`config.mk`:
```
export PLATFORM = sky130hd
export DESIGN_NAME = sbcom_mode_ctrl
export DESIGN_NICKNAME = d
export VERILOG_FILES = /design/src/pkg/sbcom_pkg.sv /design/src/sbcom_mode_ctrl.sv
export VERILOG_INCLUDE_DIRS = /design/src /design/src/pkg
export SDC_FILE = /design/constraint.sdc
export NUM_CORES = 1
export LEC_CHECK = 0
export ABC_AREA = 1
export BUFFER_PORTS_ARGS = -buffer_cell sky130_fd_sc_hd__buf_2
export CORE_MARGIN = 10
export CORE_UTILIZATION = 45
export CTS_CLUSTER_DIAMETER = 50
export CTS_CLUSTER_SIZE = 25
export DETAILED_ROUTE_END_ITERATION = 12
export GPL_ROUTABILITY_DRIVEN = 0
export PLACE_DENSITY_LB_ADDON = 0.15
export SLEW_MARGIN = 20
export SYNTH_ARGS = -nofsm -noshare
export SYNTH_HDL_FRONTEND = slang
export SYNTH_SLANG_ARGS = --single-unit
```
`constraint.sdc`:
```
create_clock -name clk_sys -period 8.7 [get_ports clk_sys]
set_input_delay 0.87 -clock clk_sys [delete_from_list [all_inputs] [get_ports clk_sys]]
set_output_delay 0.87 -clock clk_sys [all_outputs]
set_load 0.02 [all_outputs]
```
`src/pkg/sbcom_defs.svh`:
```
`ifndef SBCOM_DEFS_SVH
`define SBCOM_DEFS_SVH
// Purpose: Named constants of the operating mode controller.
// Assumes: 200 MHz system clock.
// Notes: Register offsets are byte addresses on the AXI4-Lite slave.

// ----------------------------------------
// Timing
// ----------------------------------------
`define SBCOM_CLK_NS 5
`define SBCOM_SHORT_RST_NS 3600000
`define SBCOM_LONG_RST_NS 20000000
`define SBCOM_CNT_W 24

// ----------------------------------------
// Register map
// ----------------------------------------
`define SBCOM_ADDR_W 8
`define SBCOM_CTRL_OFS 8'h00
`define SBCOM_STAT_OFS 8'h04
`define SBCOM_WAKE_OFS 8'h08
`define SBCOM_CTRL_MODE 0
`define SBCOM_CTRL_CANLP 2
`define SBCOM_CTRL_LIN1LP 3
`define SBCOM_CTRL_LIN2LP 4
`define SBCOM_CTRL_WMC 5
`define SBCOM_CTRL_LONGRST 6
`define SBCOM_CTRL_WAKEEN 7
`define SBCOM_STAT_RST 5
`define SBCOM_STAT_LHC 6
`define SBCOM_STAT_WDPIN 7
`define SBCOM_WAKE_LHC 8
`define SBCOM_WAKEEN_RST 5'h1F
`define SBCOM_RESP_OKAY 2'h0
`define SBCOM_RESP_SLVERR 2'h2

// ----------------------------------------
// Mode select codes
// ----------------------------------------
`define SBCOM_MC_STANDBY 2'h0
`define SBCOM_MC_SLEEP 2'h1
`define SBCOM_MC_NORMAL_V2OFF 2'h2
`define SBCOM_MC_NORMAL_V2ON 2'h3
`endif

```
`src/pkg/sbcom_pkg.sv`:
```
// Purpose: Types of the operating mode controller.
// Assumes: Constants come from sbcom_defs.svh.
// Notes: The whole module state is one packed struct.
`include "sbcom_defs.svh"
package sbcom_pkg;
	typedef enum logic [4:0] {
		MODE_OFF = 5'h01,
		MODE_STANDBY = 5'h02,
		MODE_NORMAL = 5'h04,
		MODE_SLEEP = 5'h08,
		MODE_OVERTEMP = 5'h10
	} sbcom_mode_t;

	typedef enum logic [1:0] {
		TRX_OFF = 2'h0,
		TRX_LOWPOWER = 2'h1,
		TRX_ACTIVE = 2'h2
	} sbcom_trx_t;

	typedef enum logic [1:0] {
		WD_OFF = 2'h0,
		WD_TIMEOUT = 2'h1,
		WD_WINDOW = 2'h2
	} sbcom_wdog_t;

	typedef struct packed {
		logic awvalid;
		logic [`SBCOM_ADDR_W-1:0] awaddr;
		logic wvalid;
		logic [31:0] wdata;
		logic [3:0] wstrb;
		logic bready;
		logic arvalid;
		logic [`SBCOM_ADDR_W-1:0] araddr;
		logic rready;
	} sbcom_axi_req_t;

	typedef struct packed {
		logic awready;
		logic wready;
		logic bvalid;
		logic [1:0] bresp;
		logic arready;
		logic rvalid;
		logic [31:0] rdata;
		logic [1:0] rresp;
	} sbcom_axi_rsp_t;

	typedef struct packed {
		sbcom_mode_t mode;
		logic [1:0] batSync1;
		logic [1:0] batSync2;
		logic [1:0] tempSync1;
		logic [1:0] tempSync2;
		logic [1:0] modeSel;
		logic canLp;
		logic lin1Lp;
		logic lin2Lp;
		logic watchdog_mode_select;
		logic longRst;
		logic [4:0] wakeEn;
		logic [4:0] wakeFlags;
		logic limp_home_ctrl_bit;
		logic reqPend;
		logic [`SBCOM_CNT_W-1:0] rstCnt;
		logic awHave;
		logic [`SBCOM_ADDR_W-1:0] awAddr;
		logic wHave;
		logic [31:0] wData;
		logic [3:0] wStrb;
		sbcom_axi_rsp_t rsp;
		logic mainRegEn;
		logic canRegEn;
		sbcom_trx_t canTrx;
		sbcom_trx_t lin1Trx;
		sbcom_trx_t lin2Trx;
		sbcom_wdog_t wdog;
		logic rstOut;
		logic rstOe;
		logic limpOutN;
	} sbcom_state_t;
endpackage

```
`src/sbcom_mode_ctrl.sv`:
```
// Purpose: Operating mode controller of a CAN/LIN system basis chip.
// Assumes: Detector and wake inputs are synchronous pulses or levels; one clock.
// Notes: Registers sit on an AXI4-Lite slave; reset line is open drain.
//
// Decided for this implementation: the placing of the registers and the AXI4-Lite interface to the registers.
`include "sbcom_defs.svh"

module sbcom_mode_ctrl
	import sbcom_pkg::*;
#(
	parameter int unsigned SHORT_RST_CYC =
		(`SBCOM_SHORT_RST_NS + `SBCOM_CLK_NS - 1) / `SBCOM_CLK_NS,
	parameter int unsigned LONG_RST_CYC =
		(`SBCOM_LONG_RST_NS + `SBCOM_CLK_NS - 1) / `SBCOM_CLK_NS
) (
	input wire logic clk_sys,
	input wire logic rst,
	input wire sbcom_axi_req_t axiReq,
	output sbcom_axi_rsp_t axiRsp,
	input wire logic batBelowOff,
	input wire logic batAboveOn,
	input wire logic tempAboveAct,
	input wire logic tempBelowRel,
	input wire logic canWake,
	input wire logic lin1Wake,
	input wire logic lin2Wake,
	input wire logic localWakeIn1,
	input wire logic localWakeIn2,
	input wire logic interruptOutN,
	input wire logic watchdogDisablePin,
	input wire logic resetLineNIn,
	output logic resetLineNOut,
	output logic resetLineNOe,
	output logic mainRegulatorEn,
	output logic canRegulatorEn,
	output sbcom_trx_t canTrxState,
	output sbcom_trx_t lin1TrxState,
	output sbcom_trx_t lin2TrxState,
	output sbcom_wdog_t watchdogMode,
	output logic limpOutN,
	output sbcom_mode_t modeOut
);
	localparam int CW = `SBCOM_CNT_W;
	sbcom_state_t s_q;
	sbcom_state_t s_d;
	logic [4:0] wakeEv;
	logic [31:0] ctrlWord;
	logic [31:0] ctrlNew;
	logic [31:0] rdWord;
	logic batOff;
	logic batOn;
	logic tempAct;
	logic tempRel;
	logic extRst;
	logic sleepOk;
	logic [CW-1:0] sysRstLen;
	// ----------------------------------------
	// Helpers
	// ----------------------------------------
	function automatic logic [31:0] mergeBytes(input logic [31:0] old, input logic [31:0] nw,
			input logic [3:0] strb);
		logic [31:0] m;
		m = {{8{strb[3]}}, {8{strb[2]}}, {8{strb[1]}}, {8{strb[0]}}};
		return (old & ~m) | (nw & m);
	endfunction
	function automatic sbcom_trx_t lowOrOff(input logic lp);
		return lp ? TRX_LOWPOWER : TRX_OFF;
	endfunction
	function automatic sbcom_trx_t lowOrActive(input logic lp);
		return lp ? TRX_LOWPOWER : TRX_ACTIVE;
	endfunction
	// ----------------------------------------
	// Next state
	// ----------------------------------------
	always_comb begin
		s_d = s_q;
		wakeEv = {localWakeIn2, localWakeIn1, lin2Wake, lin1Wake, canWake};
		ctrlWord = '0;
		ctrlWord[`SBCOM_CTRL_MODE +: 2] = s_q.modeSel;
		ctrlWord[`SBCOM_CTRL_CANLP] = s_q.canLp;
		ctrlWord[`SBCOM_CTRL_LIN1LP] = s_q.lin1Lp;
		ctrlWord[`SBCOM_CTRL_LIN2LP] = s_q.lin2Lp;
		ctrlWord[`SBCOM_CTRL_WMC] = s_q.watchdog_mode_select;
		ctrlWord[`SBCOM_CTRL_LONGRST] = s_q.longRst;
		ctrlWord[`SBCOM_CTRL_WAKEEN +: 5] = s_q.wakeEn;
		ctrlNew = mergeBytes(ctrlWord, s_q.wData, s_q.wStrb);
		rdWord = '0;
		// Detectors pass two flops before the mode logic sees them.
		s_d.batSync1 = {batBelowOff, batAboveOn};
		s_d.batSync2 = s_q.batSync1;
		s_d.tempSync1 = {tempAboveAct, tempBelowRel};
		s_d.tempSync2 = s_q.tempSync1;
		batOff = s_q.batSync2[1];
		batOn = s_q.batSync2[0];
		tempAct = s_q.tempSync2[1];
		tempRel = s_q.tempSync2[0];
		extRst = !resetLineNIn && !s_q.rstOe;
		sleepOk = interruptOutN && (s_q.wakeFlags == '0) && (s_q.wakeEn != '0);
		sysRstLen = s_q.longRst ? CW'(LONG_RST_CYC) : CW'(SHORT_RST_CYC);
		s_d.reqPend = 1'b0;
		// ----------------------------------------
		// AXI4-Lite write channel
		// ----------------------------------------
		if (axiReq.awvalid && s_q.rsp.awready) begin
			s_d.awHave = 1'b1;
			s_d.awAddr = axiReq.awaddr;
		end
		if (axiReq.wvalid && s_q.rsp.wready) begin
			s_d.wHave = 1'b1;
			s_d.wData = axiReq.wdata;
			s_d.wStrb = axiReq.wstrb;
		end
		if (s_q.rsp.bvalid && axiReq.bready) begin
			s_d.rsp.bvalid = 1'b0;
		end
		if (s_q.awHave && s_q.wHave && !s_q.rsp.bvalid) begin
			s_d.awHave = 1'b0;
			s_d.wHave = 1'b0;
			s_d.rsp.bvalid = 1'b1;
			s_d.rsp.bresp = `SBCOM_RESP_OKAY;
			case (s_q.awAddr)
				`SBCOM_CTRL_OFS: begin
					s_d.modeSel = ctrlNew[`SBCOM_CTRL_MODE +: 2];
					s_d.canLp = ctrlNew[`SBCOM_CTRL_CANLP];
					s_d.lin1Lp = ctrlNew[`SBCOM_CTRL_LIN1LP];
					s_d.lin2Lp = ctrlNew[`SBCOM_CTRL_LIN2LP];
					s_d.watchdog_mode_select = ctrlNew[`SBCOM_CTRL_WMC];
					s_d.longRst = ctrlNew[`SBCOM_CTRL_LONGRST];
					s_d.wakeEn = ctrlNew[`SBCOM_CTRL_WAKEEN +: 5];
					s_d.reqPend = s_q.wStrb[0];
				end
				`SBCOM_STAT_OFS: begin
				end
				`SBCOM_WAKE_OFS: begin
					if (s_q.wStrb[0]) begin
						s_d.wakeFlags = s_q.wakeFlags & ~s_q.wData[4:0];
					end
					if (s_q.wStrb[1] && s_q.wData[`SBCOM_WAKE_LHC]) begin
						s_d.limp_home_ctrl_bit = 1'b0;
					end
				end
				default: begin
					s_d.rsp.bresp = `SBCOM_RESP_SLVERR;
				end
			endcase
		end
		s_d.rsp.awready = !s_d.awHave;
		s_d.rsp.wready = !s_d.wHave;
		// ----------------------------------------
		// AXI4-Lite read channel
		// ----------------------------------------
		if (s_q.rsp.rvalid && axiReq.rready) begin
			s_d.rsp.rvalid = 1'b0;
		end
		if (axiReq.arvalid && s_q.rsp.arready) begin
			s_d.rsp.rvalid = 1'b1;
			s_d.rsp.rresp = `SBCOM_RESP_OKAY;
			case (axiReq.araddr)
				`SBCOM_CTRL_OFS: begin
					rdWord = ctrlWord;
				end
				`SBCOM_STAT_OFS: begin
					rdWord[4:0] = s_q.mode;
					rdWord[`SBCOM_STAT_RST] = s_q.rstOe;
					rdWord[`SBCOM_STAT_LHC] = s_q.limp_home_ctrl_bit;
					rdWord[`SBCOM_STAT_WDPIN] = watchdogDisablePin;
				end
				`SBCOM_WAKE_OFS: begin
					rdWord[4:0] = s_q.wakeFlags;
					rdWord[`SBCOM_WAKE_LHC] = s_q.limp_home_ctrl_bit;
				end
				default: begin
					s_d.rsp.rresp = `SBCOM_RESP_SLVERR;
				end
			endcase
			s_d.rsp.rdata = rdWord;
		end
		s_d.rsp.arready = !s_d.rsp.rvalid;
		// A wake arriving while software clears its flag is kept.
		s_d.wakeFlags = s_d.wakeFlags | wakeEv;
		// ----------------------------------------
		// Mode state machine
		// ----------------------------------------
		if (s_q.rstCnt != '0) begin
			s_d.rstCnt = s_q.rstCnt - CW'(1);
		end
		if (batOff) begin
			s_d.mode = MODE_OFF;
			s_d.rstCnt = '0;
		end else begin
			case (s_q.mode)
				MODE_OFF: begin
					if (batOn) begin
						s_d.mode = MODE_STANDBY;
						s_d.modeSel = `SBCOM_MC_STANDBY;
						s_d.rstCnt = sysRstLen;
					end
				end
				MODE_STANDBY: begin
					if (tempAct) begin
						s_d.mode = MODE_OVERTEMP;
						s_d.limp_home_ctrl_bit = 1'b1;
					end else if (s_q.reqPend) begin
						case (s_q.modeSel)
							`SBCOM_MC_NORMAL_V2OFF, `SBCOM_MC_NORMAL_V2ON: begin
								s_d.mode = MODE_NORMAL;
							end
							`SBCOM_MC_SLEEP: begin
								if (sleepOk) begin
									s_d.mode = MODE_SLEEP;
								end else begin
									s_d.modeSel = `SBCOM_MC_STANDBY;
									s_d.rstCnt = CW'(SHORT_RST_CYC);
								end
							end
							default: begin
							end
						endcase
					end
				end
				MODE_NORMAL: begin
					if (tempAct) begin
						s_d.mode = MODE_OVERTEMP;
						s_d.limp_home_ctrl_bit = 1'b1;
					end else if (extRst) begin
						s_d.mode = MODE_STANDBY;
						s_d.modeSel = `SBCOM_MC_STANDBY;
					end else if (s_q.reqPend) begin
						case (s_q.modeSel)
							`SBCOM_MC_STANDBY: begin
								s_d.mode = MODE_STANDBY;
							end
							`SBCOM_MC_SLEEP: begin
								if (sleepOk) begin
									s_d.mode = MODE_SLEEP;
								end else begin
									s_d.mode = MODE_STANDBY;
									s_d.modeSel = `SBCOM_MC_STANDBY;
									s_d.rstCnt = CW'(SHORT_RST_CYC);
								end
							end
							default: begin
							end
						endcase
					end
				end
				MODE_SLEEP: begin
					if ((wakeEv & s_q.wakeEn) != '0) begin
						s_d.mode = MODE_STANDBY;
						s_d.modeSel = `SBCOM_MC_STANDBY;
						s_d.rstCnt = sysRstLen;
					end else if (s_q.reqPend) begin
						s_d.modeSel = `SBCOM_MC_SLEEP;
					end
				end
				MODE_OVERTEMP: begin
					if (tempRel && !tempAct) begin
						s_d.mode = MODE_STANDBY;
						s_d.modeSel = `SBCOM_MC_STANDBY;
						s_d.rstCnt = sysRstLen;
					end
				end
				default: begin
					s_d.mode = MODE_OFF;
				end
			endcase
		end

		// ----------------------------------------
		// Outputs follow the next mode
		// ----------------------------------------
		s_d.mainRegEn = 1'b0;
		s_d.canRegEn = 1'b0;
		s_d.canTrx = TRX_OFF;
		s_d.lin1Trx = TRX_OFF;
		s_d.lin2Trx = TRX_OFF;
		s_d.wdog = WD_OFF;
		case (s_d.mode)
			MODE_STANDBY: begin
				s_d.mainRegEn = 1'b1;
				s_d.canTrx = lowOrOff(s_d.canLp);
				s_d.lin1Trx = lowOrOff(s_d.lin1Lp);
				s_d.lin2Trx = lowOrOff(s_d.lin2Lp);
				s_d.wdog = (watchdogDisablePin || s_d.watchdog_mode_select) ? WD_OFF : WD_TIMEOUT;
			end
			MODE_NORMAL: begin
				s_d.mainRegEn = 1'b1;
				s_d.canRegEn = (s_d.modeSel == `SBCOM_MC_NORMAL_V2ON);
				s_d.canTrx = lowOrActive(s_d.canLp);
				s_d.lin1Trx = lowOrActive(s_d.lin1Lp);
				s_d.lin2Trx = lowOrActive(s_d.lin2Lp);
				if (!watchdogDisablePin) begin
					s_d.wdog = s_d.watchdog_mode_select ? WD_TIMEOUT : WD_WINDOW;
				end
			end
			MODE_SLEEP: begin
				s_d.canTrx = lowOrOff(s_d.canLp);
				s_d.lin1Trx = lowOrOff(s_d.lin1Lp);
				s_d.lin2Trx = lowOrOff(s_d.lin2Lp);
			end
			default: begin
			end
		endcase
		s_d.rstOut = 1'b0;
		s_d.rstOe = (s_d.rstCnt != '0) || (s_d.mode == MODE_SLEEP)
			|| (s_d.mode == MODE_OVERTEMP);
		s_d.limpOutN = !s_d.limp_home_ctrl_bit;
	end

	// ----------------------------------------
	// State register
	// ----------------------------------------
	always_ff @(posedge clk_sys or posedge rst) begin
		if (rst) begin
			s_q <= '0;
			s_q.mode <= MODE_OFF;
			s_q.wakeEn <= `SBCOM_WAKEEN_RST;
			s_q.rsp.awready <= 1'b1;
			s_q.rsp.wready <= 1'b1;
			s_q.rsp.arready <= 1'b1;
			s_q.limpOutN <= 1'b1;
		end else begin
			s_q <= s_d;
		end
	end

	assign axiRsp = s_q.rsp;
	assign resetLineNOut = s_q.rstOut;
	assign resetLineNOe = s_q.rstOe;
	assign mainRegulatorEn = s_q.mainRegEn;
	assign canRegulatorEn = s_q.canRegEn;
	assign canTrxState = s_q.canTrx;
	assign lin1TrxState = s_q.lin1Trx;
	assign lin2TrxState = s_q.lin2Trx;
	assign watchdogMode = s_q.wdog;
	assign limpOutN = s_q.limpOutN;
	assign modeOut = s_q.mode;
endmodule

```
==> results of run 1 <==
sequential cells by signal, summed over array words and instances (netlist names), 2 cells and up, named ones only:
| register | count |
|---|---|
| ctrlWord | 6 |
| s_d | 4 |
| s_q | 57 |
| modeOut | 5 |
| watchdogMode | 2 |
| canTrxState | 2 |
| lin1TrxState | 2 |
| axiRsp | 19 |
| lin2TrxState | 2 |
routing by layer:
metal	part of all wire, %	global-route usage, %
met5	0	0
met4	1.2	5.139
met3	8.1	3.883
met2	41	22.99
met1	50	23.09
path summary, 6_finish.rpt:
check / end / cells past startpoint
setup / recovery: resetLineNOe$_DFF_PP0_ / 14
hold / removal: s_q[144]$_DFF_PP0_ / 0
setup reg to reg: resetLineNOe$_DFF_PP0_ / 12
hold reg to reg: s_q[144]$_DFF_PP0_ / 0
max in group asynchronous: s_q[102]$_DFF_PP0_ / 3
min in group asynchronous: axiRsp[8]$_DFFE_PP0P_ / 2
final cells by class:
cell class | count | area (sq um)
Tap cell | 172 | 215.2
Clock buffer | 10 | 239.0
Multi-Input combinational cell | 493 | 2349
Timing Repair Buffer | 85 | 427.9
Inverter | 97 | 366.6
Sequential cell | 111 | 2790
Fill cell | 1250 | 6261
Clock inverter | 6 | 73.82
kinds of logic after synthesis:
family          count (synthesis)  synth area share [%]
other cells                     1               0.06380
fa+ha+maj                       2                0.4256
flops                         111                 47.47
compound gates                 85                 8.365
simple gates                  371                 27.91
xor+xnor                       12                 1.788
buf+inv                       158                 13.98
synth_stat cells, types with 4 or more instances:
master,instances
a21oi_1,16
buf_4,55
dfrtp_1,101
dfstp_2,10
inv_1,87
inv_2,7
nand2_1,176
nand2_2,5
nand3_1,49
nand4_1,15
nor2_1,96
nor2_2,8
o21ai_0,37
o21ai_1,12
o22ai_1,4
or2_2,5
xor2_1,10
critical path: cells and delay by family:
kind,cells,cell delay [ps]
simple gates,12,1450
buf+inv,2,370
power by group:
group	switching (mW)	internal [mW]	leakage, nW
clock	0.197	0.236	0.153
sequential	0.0990	0.653	1.39
combinational	0.431	0.210	1.93
metrics by stage:
step           power (mW)  setup WS (ps)  instances  utilization (%)  area (sq um)
2_1_floorplan       1.259           4916        762                -          5961
3_3_place_gp        1.388           5927        958            48.33          6148
3_5_place_dp        1.399           5969        958            48.33          6148
4_1_cts             1.837           6318        974            50.79          6461
5_1_grt             1.968           6114        974            50.79          6461
6_report            1.826           6296        974            50.79          6461
==> impl_results.md, run 1 <==
- Outcome: finished, final reports clean
- Share of the synthesized area in the top cell type: ~43%
- CP Launch Point: canWake
- Slew Limit Fails: 0
- DR iter-0 viols: about 420
- Clock sink count: around 110
- Hold_buf cts: 0
- Critical path class: input port to register
- Largest net degree at the start of global routing: 59
- Setup Skew: 9.160 ps
- CTS tree: built
- Yosys reg bits: approximately 110
- Post-Syn Area: 0.005878 sq mm
- Synth Instances: between 700 and 800
- Drt first pass iters: 5
- CP max stage delay: roughly 300 ps
- N_diodes: 0
- Synth top area cells: dfrtp_1 43%, nand2_1 11%, buf_4 7.0%
- Fmax: between 400 and 500 MHz
- Avg Synthesized Cell Area: between 7 and 8 sq um
- Starting density of the core: 46.20%
- CP dominant cell by count: nor2_1
- Critical path launch point type: input port
- Critical Path End Type: register
- Final setup vio count: 0
- Clock root cell: clkbuf_16
- Clk slew on worst S/H paths: approximately 70 ps
- Area grow syn2layout: 9.919%
- Top_reg_cell synth: dfrtp_1
- TritonCTS Buffers: 9
- CORE AREA: between 0.01 and 0.015 sq mm
- Die ar.: 0.01803 sq mm
- Setup TNS: 0 ps
- Tot GR Track Use: 16.05%
- WP data required: about 9000 ps
- Worst skew pair latency: 350 ps
- Normalized max-slew margin: a little over two fifths
- Worst hold path class: register to register
- Max Root-Sink Buffers: 2
- VDD IR max: 0.0001468 V
- Most frequent cells in the layout: 176 x nand2_1, 101 x dfrtp_1, 96 x nor2_1, 86 x inv_1, 84 x buf_2
- Die width: around 130 microns
- Number of synthesized flops with an enable pin: 0
- Slowest-stage cell, CP: nand3_2
- Fin nets: between 800 and 900
- Worst R2R Start: modeOut[1]$_DFF_PP0_
- Minimum clock period: between 2000 and 2500 ps
- Commonest non-fill, non-tap cell in the layout: nand2_1
- Hold Crit Start: s_d[144]$_DFF_PP0_
- MaxCap Viol Count: 0
- Initial antenna violation count: 0
- Overflow after GRT: 0
- Final hold vios: 0
- Htree depth: 3
- Vias in the first global route: roughly 4800
- Critical path arrival: 2690 ps
- # rows: 41
- Dominant cell type by area after synthesis: dfrtp_1
- Leakage: approximately 3.5 nW
- Syn. warnings: 0
- CTS resizes: 0
- Sequential cell area fraction in the yosys report: 47.47%
- Yosys cell types: 43
- Final ANT Viol Nets: 0
- Share of layout cells above drive strength 1: 18.58%
- Critical path, cell by cell: buf_2, nand2_1, nand3_1, nor2_1, nor2_1, nor2_2, nand3_2, inv_1, nand3_1, nand2_1, nor2_1, nand3_1, nor2_1, nand2_1
- Via density: roughly 5
- R2R Setup Slk: between 6000 and 7000 ps
- Critical Path Fanout Max: 11
- Die Y: approximately 130 microns
- Number of buffers added on ports: between 80 and 90
- Pwr Density: 282.6 mW/mm^2
- Period utilization: 27.63%
- Worst hold slack: approximately 360 ps
- Routed WL: approximately 14000 microns
- Vias: approximately 4800
- Wire length of the first global-routing pass: roughly 24000 microns
- FFs w/ async S/R, synth: 100.0%
- DP HPWL: 11170 microns
- WL/cell: 14.75 microns
- Post-CTS Repair Setup Buffers: 0
- IO Count: between 100 and 150
- Drt drc: 0
- Slew @ Worst Pin: 864.3 ps
- RSZ-0062 raised after global routing: no
Note: power is estimated with default switching activity, not from simulation.
==> inputs of run 2 (changes only) <==
Clock period 8.7 ns to 2.2 ns, I/O delays scaled along.
==> run 2 against run 1 <==
  * Register-to-register slack got worse by 6200 ps
  * Total power increased to 4.1 times the previous value
  * Sequential share of layout area decreased by 1.8 points
  * Clock power increased to 3.9 times the previous value
  * Critical endpoint unchanged
  * Worst setup slack got worse by 6200 ps
  * Clock skew increased by 1.8 ps
  * Combinational power increased to 4.4 times the previous value
  * Highest routed layer unchanged
==> impl_results.md, run 2 (synthesis results as in run 1) <==
- Final hold vios: 0
- Most frequent cells in the layout: 173 x nand2_1, 99 x dfrtp_1, 90 x nor2_1, 85 x inv_1, 84 x buf_2
- Setup Skew: between 10 and 15 ps
- Number of buffers added on ports: 84
- DR iter-0 viols: between 300 and 400
- RSZ-0062 raised after global routing: yes
- Placed Area: 0.006252 sq mm
- Overflow after GRT: 0
- Crit Reg-Reg Endpoint: resetLineNOe$_DFF_PP0_
- Area grow syn2layout: 14.67%
- Tot GR Track Use: 16.42%
- Share of layout cells above drive strength 1: between 20% and 30%
- WP data required: ~2500 ps
- Clock root cell: clkbuf_16
- Min setup slack post-route: between 100 and 150 ps
- WL/cell: 14.78 microns
- Dpl ws: approximately 66 ps
- Max Root-Sink Buffers: 2
- Vias: 4897
- CTS tree: built
- Clock sink count: 111
- Normalized max-slew margin: between 60 and 70%
- Initial antenna violation count: 0
- Critical Path Fanout Max: 8
- Fin nets: roughly 900
- Worst reg2reg path depth: 11
- Largest Register: s_q
- Period utilization: between 90% and 100%
- TritonCTS Buffers: 9
- Fmax: ~480 MHz
- DP HPWL: around 11000 microns
- Drt first pass iters: 4
- VDD IR max: 0.0006005 V
- CORE AREA: about 0.013 sq mm
- Clk slew on worst S/H paths: ~70 ps
- Final setup vio count: 0
- Drt drc: 0
- Wire length of the first global-routing pass: between 20000 and 25000 microns
- Critical path arrival: 2330 ps
- Vias in the first global route: around 4900
- Pwr Density: approximately 1100 mW/mm^2
- Critical path class: register to register
- Htree depth: 3
- Outcome: finished, final reports clean
- Design area: roughly 0.0067 sq mm
- IO Count: between 100 and 150
- Commonest non-fill, non-tap cell in the layout: nand2_1
- Leakage: about 3.6 nW
- Worst R2R Start: s_q[116]$_DFF_PP0_
- Worst hold path class: input port to asynchronous set/reset pin
- Critical Path End Type: register
- Die ar.: 0.01803 sq mm
- MaxCap Viol Count: 0
- Die Y: 134.3 microns
- Slew Limit Fails: 0
- Largest net degree at the start of global routing: about 110
- Die width: about 130 microns
- # rows: a little over 40
- Critical path launch point type: register
- R2R Setup Slk: between 100 and 150 ps
- Final ANT Viol Nets: 0
- Worst skew pair latency: ~360 ps
- Max reg flops: 57
- N_diodes: 0
- Routed WL: 14700 microns
- Minimum clock period: between 2000 and 2500 ps
- Slew @ Worst Pin: 581.3 ps
- Via density: about 5
- Starting density of the core: a little under half
[run 2: changes by cell type in the layout (fill, tap and decap cells not counted), sizes merged]
cell / before / now
dlygate4sd3: 0 / 4
inv: 97 / 95
buf: 85 / 101
nand3: 52 / 53
clkinv: 4 / 6
[run 2: area by class of cell]
| cell class | instances | area, sq um |
|---|---|---|
| well taps | 172 | 215.2 |
| multi-input cells | 494 | 2449 |
| clock buffers | 10 | 239.0 |
| flip-flops and latches | 111 | 2793 |
| inverters | 97 | 367.9 |
| fillers | 1264 | 5982 |
| clock inverters | 6 | 76.32 |
| repair buffers | 105 | 600.6 |
[run 2: how the worst max path moves through the flow]
stage / endpoint / cells past startpoint / start / slack, ps
detailed placement: resetLineNOe$_DFF_PP0_ / 11 / s_q[100]$_DFF_PP0_ / 70
global route: resetLineNOe$_DFF_PP0_ / 13 / modeOut[3]$_DFF_PP0_ / -30
floorplan: resetLineNOe$_DFF_PP0_ / 11 / s_q[100]$_DFF_PP0_ / 360
CTS: resetLineNOe$_DFF_PP0_ / 11 / s_q[100]$_DFF_PP0_ / 10
finish: resetLineNOe$_DFF_PP0_ / 11 / s_q[116]$_DFF_PP0_ / 110
global placement: resetLineNOe$_DFF_PP0_ / 12 / s_q[102]$_DFF_PP0_ / 90
[run 2: timing repair]
| item | 4_1_cts | 5_1_grt |
|---|---|---|
| setup buffers | 0 | 4 |
| resized for setup | 0 | 25 |
| setup endpoints to repair | 0 | 3 |
| hold buffers | 4 | 0 |
| endpoints found under the hold margin | 4 | 0 |
[run 2: critical path, stage by stage (launching register included)]
cell and delay [ps]:
dfrtp_1 410, nor2_1 190, nand2_1 130, nor2_2 280
nand3_4 220, buf_4 190, nand3b_1 70, o21ai_1 70
nor2_1 150, nand2_1 80, nor2_2 140, nand2_1 60
[run 2: power breakdown]
group          leakage, nW  switching (mW)  internal (mW)  total, mW
Combinational         2.05            1.86          0.989       2.84
Clock                0.158           0.770          0.932       1.70
Sequential            1.39           0.389           2.58       2.97
[run 2: metal layers]
metal  track usage (%)  share of wire, %  up-vias
li1                  -                 -     2428
met3             4.780               9.3       16
met1             22.91                47     2278
met4             6.046               1.5        0
met2             23.45                42      175
met5                 0                 0        -
[run 2: stage by stage]
stage	hold slack [ps]	power [mW]	setup TNS, ps	utilization [%]	instances
floorplan	251.4	4.980	0	-	762
global placement	332.0	5.573	0	49.14	970
detailed placement	330.5	5.614	0	49.14	970
CTS	27.82	7.347	0	51.94	990
global route	47.97	8.079	-28.12	52.98	995
finish	10.23	7.520	0	52.98	995
==> inputs of run 3 (changes only) <==
Settings changed: PLACE_DENSITY set to 0.78, PLACE_DENSITY_LB_ADDON 0.15 to unset.
==> run 3 against run 2 <==
  * Fmax shrank 2.2%
  * Die area stayed put
  * Combinational power increased by 4%
  * First-iteration DRC count rose by 18%
  * Worst hold slack improved by 1.2 ps
  * Routed wire length about the same
  * Clock skew up 0.77 ps
  * Critical path type unchanged
  * Clock power about the same
  * Count of clock-buffer cells in the layout did not move
  * Sequential cell count unchanged
  * Non-clock buffer count fell by 2
  * Final cell count down 0.10%
==> impl_results.md, run 3 (synthesis results as in run 1) <==
- Min setup slack post-route: 65.68 ps
- MaxCap Viol Count: 0
- Commonest non-fill, non-tap cell in the layout: nand2_1
- Slew @ Worst Pin: 586.3 ps
- Starting density of the core: between 40% and 50%
- Overflow after GRT: 0
- Routed WL: ~15000 microns
- CTS tree: built
- Critical Path End Type: register
- Vias: ~5000
- Clock sink count: between 100 and 150
- N_diodes: 0
- Share of layout cells above drive strength 1: between 20 and 25%
- Multi-input logic area: about 0.0025 sq mm
- Setup Skew: 11.73 ps
- Leakage: between 3 and 4 nW
- Critical Path Fanout Max: 4
- Reg area: 0.002790 sq mm
- Clk slew on worst S/H paths: ~70 ps
- Period utilization: a little over nine tenths
- Design area: approximately 0.0068 sq mm
- Critical path arrival: between 2000 and 2500 ps
- Final setup vio count: 0
- Fin nets: between 800 and 900
- Normalized max-slew margin: 60.91%
- Via density: 4.991
- CP Launch Point: s_q[100]$_DFF_PP0_
- Worst reg2reg path depth: 13
- Max Root-Sink Buffers: 2
- Largest net degree at the start of global routing: between 100 and 150
- Die width: between 100 and 150 microns
- Largest Register: s_q
- IO Count: 130
- Die ar.: 0.01803 sq mm
- Drt first pass iters: 5
- Placed Area: between 0.006 and 0.007 sq mm
- Wire length of the first global-routing pass: approximately 23000 microns
- VDD IR max: around 0.00063 V
- Outcome: finished, final reports clean
- Fmax: 468.5 MHz
- DP HPWL: 11000 microns
- Htree depth: 3
- Final ANT Viol Nets: 0
- Clock root cell: clkbuf_16
- # rows: 41
- Setup TNS: 0 ps
- Critical path launch point type: register
- Pwr Density: around 1100 mW/mm^2
- Critical path class: register to register
- TritonCTS Buffers: 9
- Dpl ws: 106.6 ps
- Tot GR Track Use: between 10% and 20%
- Initial antenna violation count: 0
- Worst hold path class: input port to asynchronous set/reset pin
- Die Y: ~130 microns
- Slew Limit Fails: 0
- Fill cells: about 1200
- Number of buffers added on ports: 84
- Worst R2R Start: s_q[100]$_DFF_PP0_
- CORE AREA: 0.01272 sq mm
- DR iter-0 viols: 415
- Final hold vios: 0
- Area grow syn2layout: 14.86%
- Vias in the first global route: ~4800
- Worst skew pair latency: 360 ps
- Max reg flops: 57
- WL/cell: between 10 and 15 microns
- Minimum clock period: approximately 2100 ps
- Drt drc: 0
- Most frequent cells in the layout: 170 x nand2_1, 101 x dfrtp_1, 86 x inv_1, 85 x nor2_1, 84 x buf_2
- WP data required: between 2000 and 2500 ps
-- run 3: cell types whose count changed in the layout (fill, tap and decap cells not counted), moves of 2 or more --
cell / delta
dfrtp_2: -2
inv_6: +2
dfrtp_1: +2
clkinv_2: -2
nor2_1: -5
nand2_2: +4
nand2_1: -3
buf_4: -2
nor2_2: +4
o21ai_1: +2
-- run 3: power breakdown --
group / internal (mW) / switching, mW / leakage [nW]
combinational: 0.994 / 1.96 / 2.03
sequential: 2.58 / 0.412 / 1.39
clock: 0.916 / 0.795 / 0.154
total: 4.49 / 3.17 / 3.57
-- run 3: worst paths after layout --
path	to	slack [ps]
max reg2reg	resetLineNOe$_DFF_PP0_	70
min in group clk_sys	axiRsp[38]$_DFFE_PP0P_	40
min reg2reg	batOff$_DFF_PP0_	350
max	resetLineNOe$_DFF_PP0_	70
max in group asynchronous	s_q[116]$_DFF_PP0_	1750
min	axiRsp[34]$_DFF_PP0_	10
-- run 3: stage by stage --
step                      hold WS (ps)  power, mW  cells  util, %
after global routing             47.40      8.190    994    53.07
after CTS                        36.58      7.361    990    51.96
after detailed placement         332.7      5.624    970    49.14
after floorplan                  251.4      4.980    762        -
final                            11.39      7.658    994    53.07
after global placement           329.0      5.547    970    49.14
-- run 3: what timing repair did --
action / 4_1_cts / 5_1_grt
buffers inserted: 0 / 2
hold endpoints to repair: 4 / 0
resized for setup: 0 / 29
hold buffers: 4 / 0
endpoints found under the setup margin: 0 / 2
-- run 3: critical path, cell delays in order (launching register included) --
cell and delay, ps:
dfrtp_1 360, inv_1 110, buf_4 160, nand2_1 80
inv_2 80, nand2_2 100, nor3_4 310, nand3b_1 150
xor2_1 180, nand2_1 70, nand2_1 70, nand3_1 130
nor2_2 150, nand2_1 70
-- run 3: area by class of cell --
type                       instances  share of cell area (%)
sequential                       111                   41.33
multi-input combinational        495                   36.66
timing repair buffer             103                   8.673
inverter                          97                   5.448
clock buffer                      10                   3.391
tap                              172                   3.188
clock inverter                     6                   1.316
-- run 3: metal layers --
metal	part of all wire, %	track usage, %	routed length [microns]
met5	0	0	0
met4	2.6	7.195	381
met3	7.6	4.257	1119
met2	46	24.63	6828
met1	43	19.89	6377
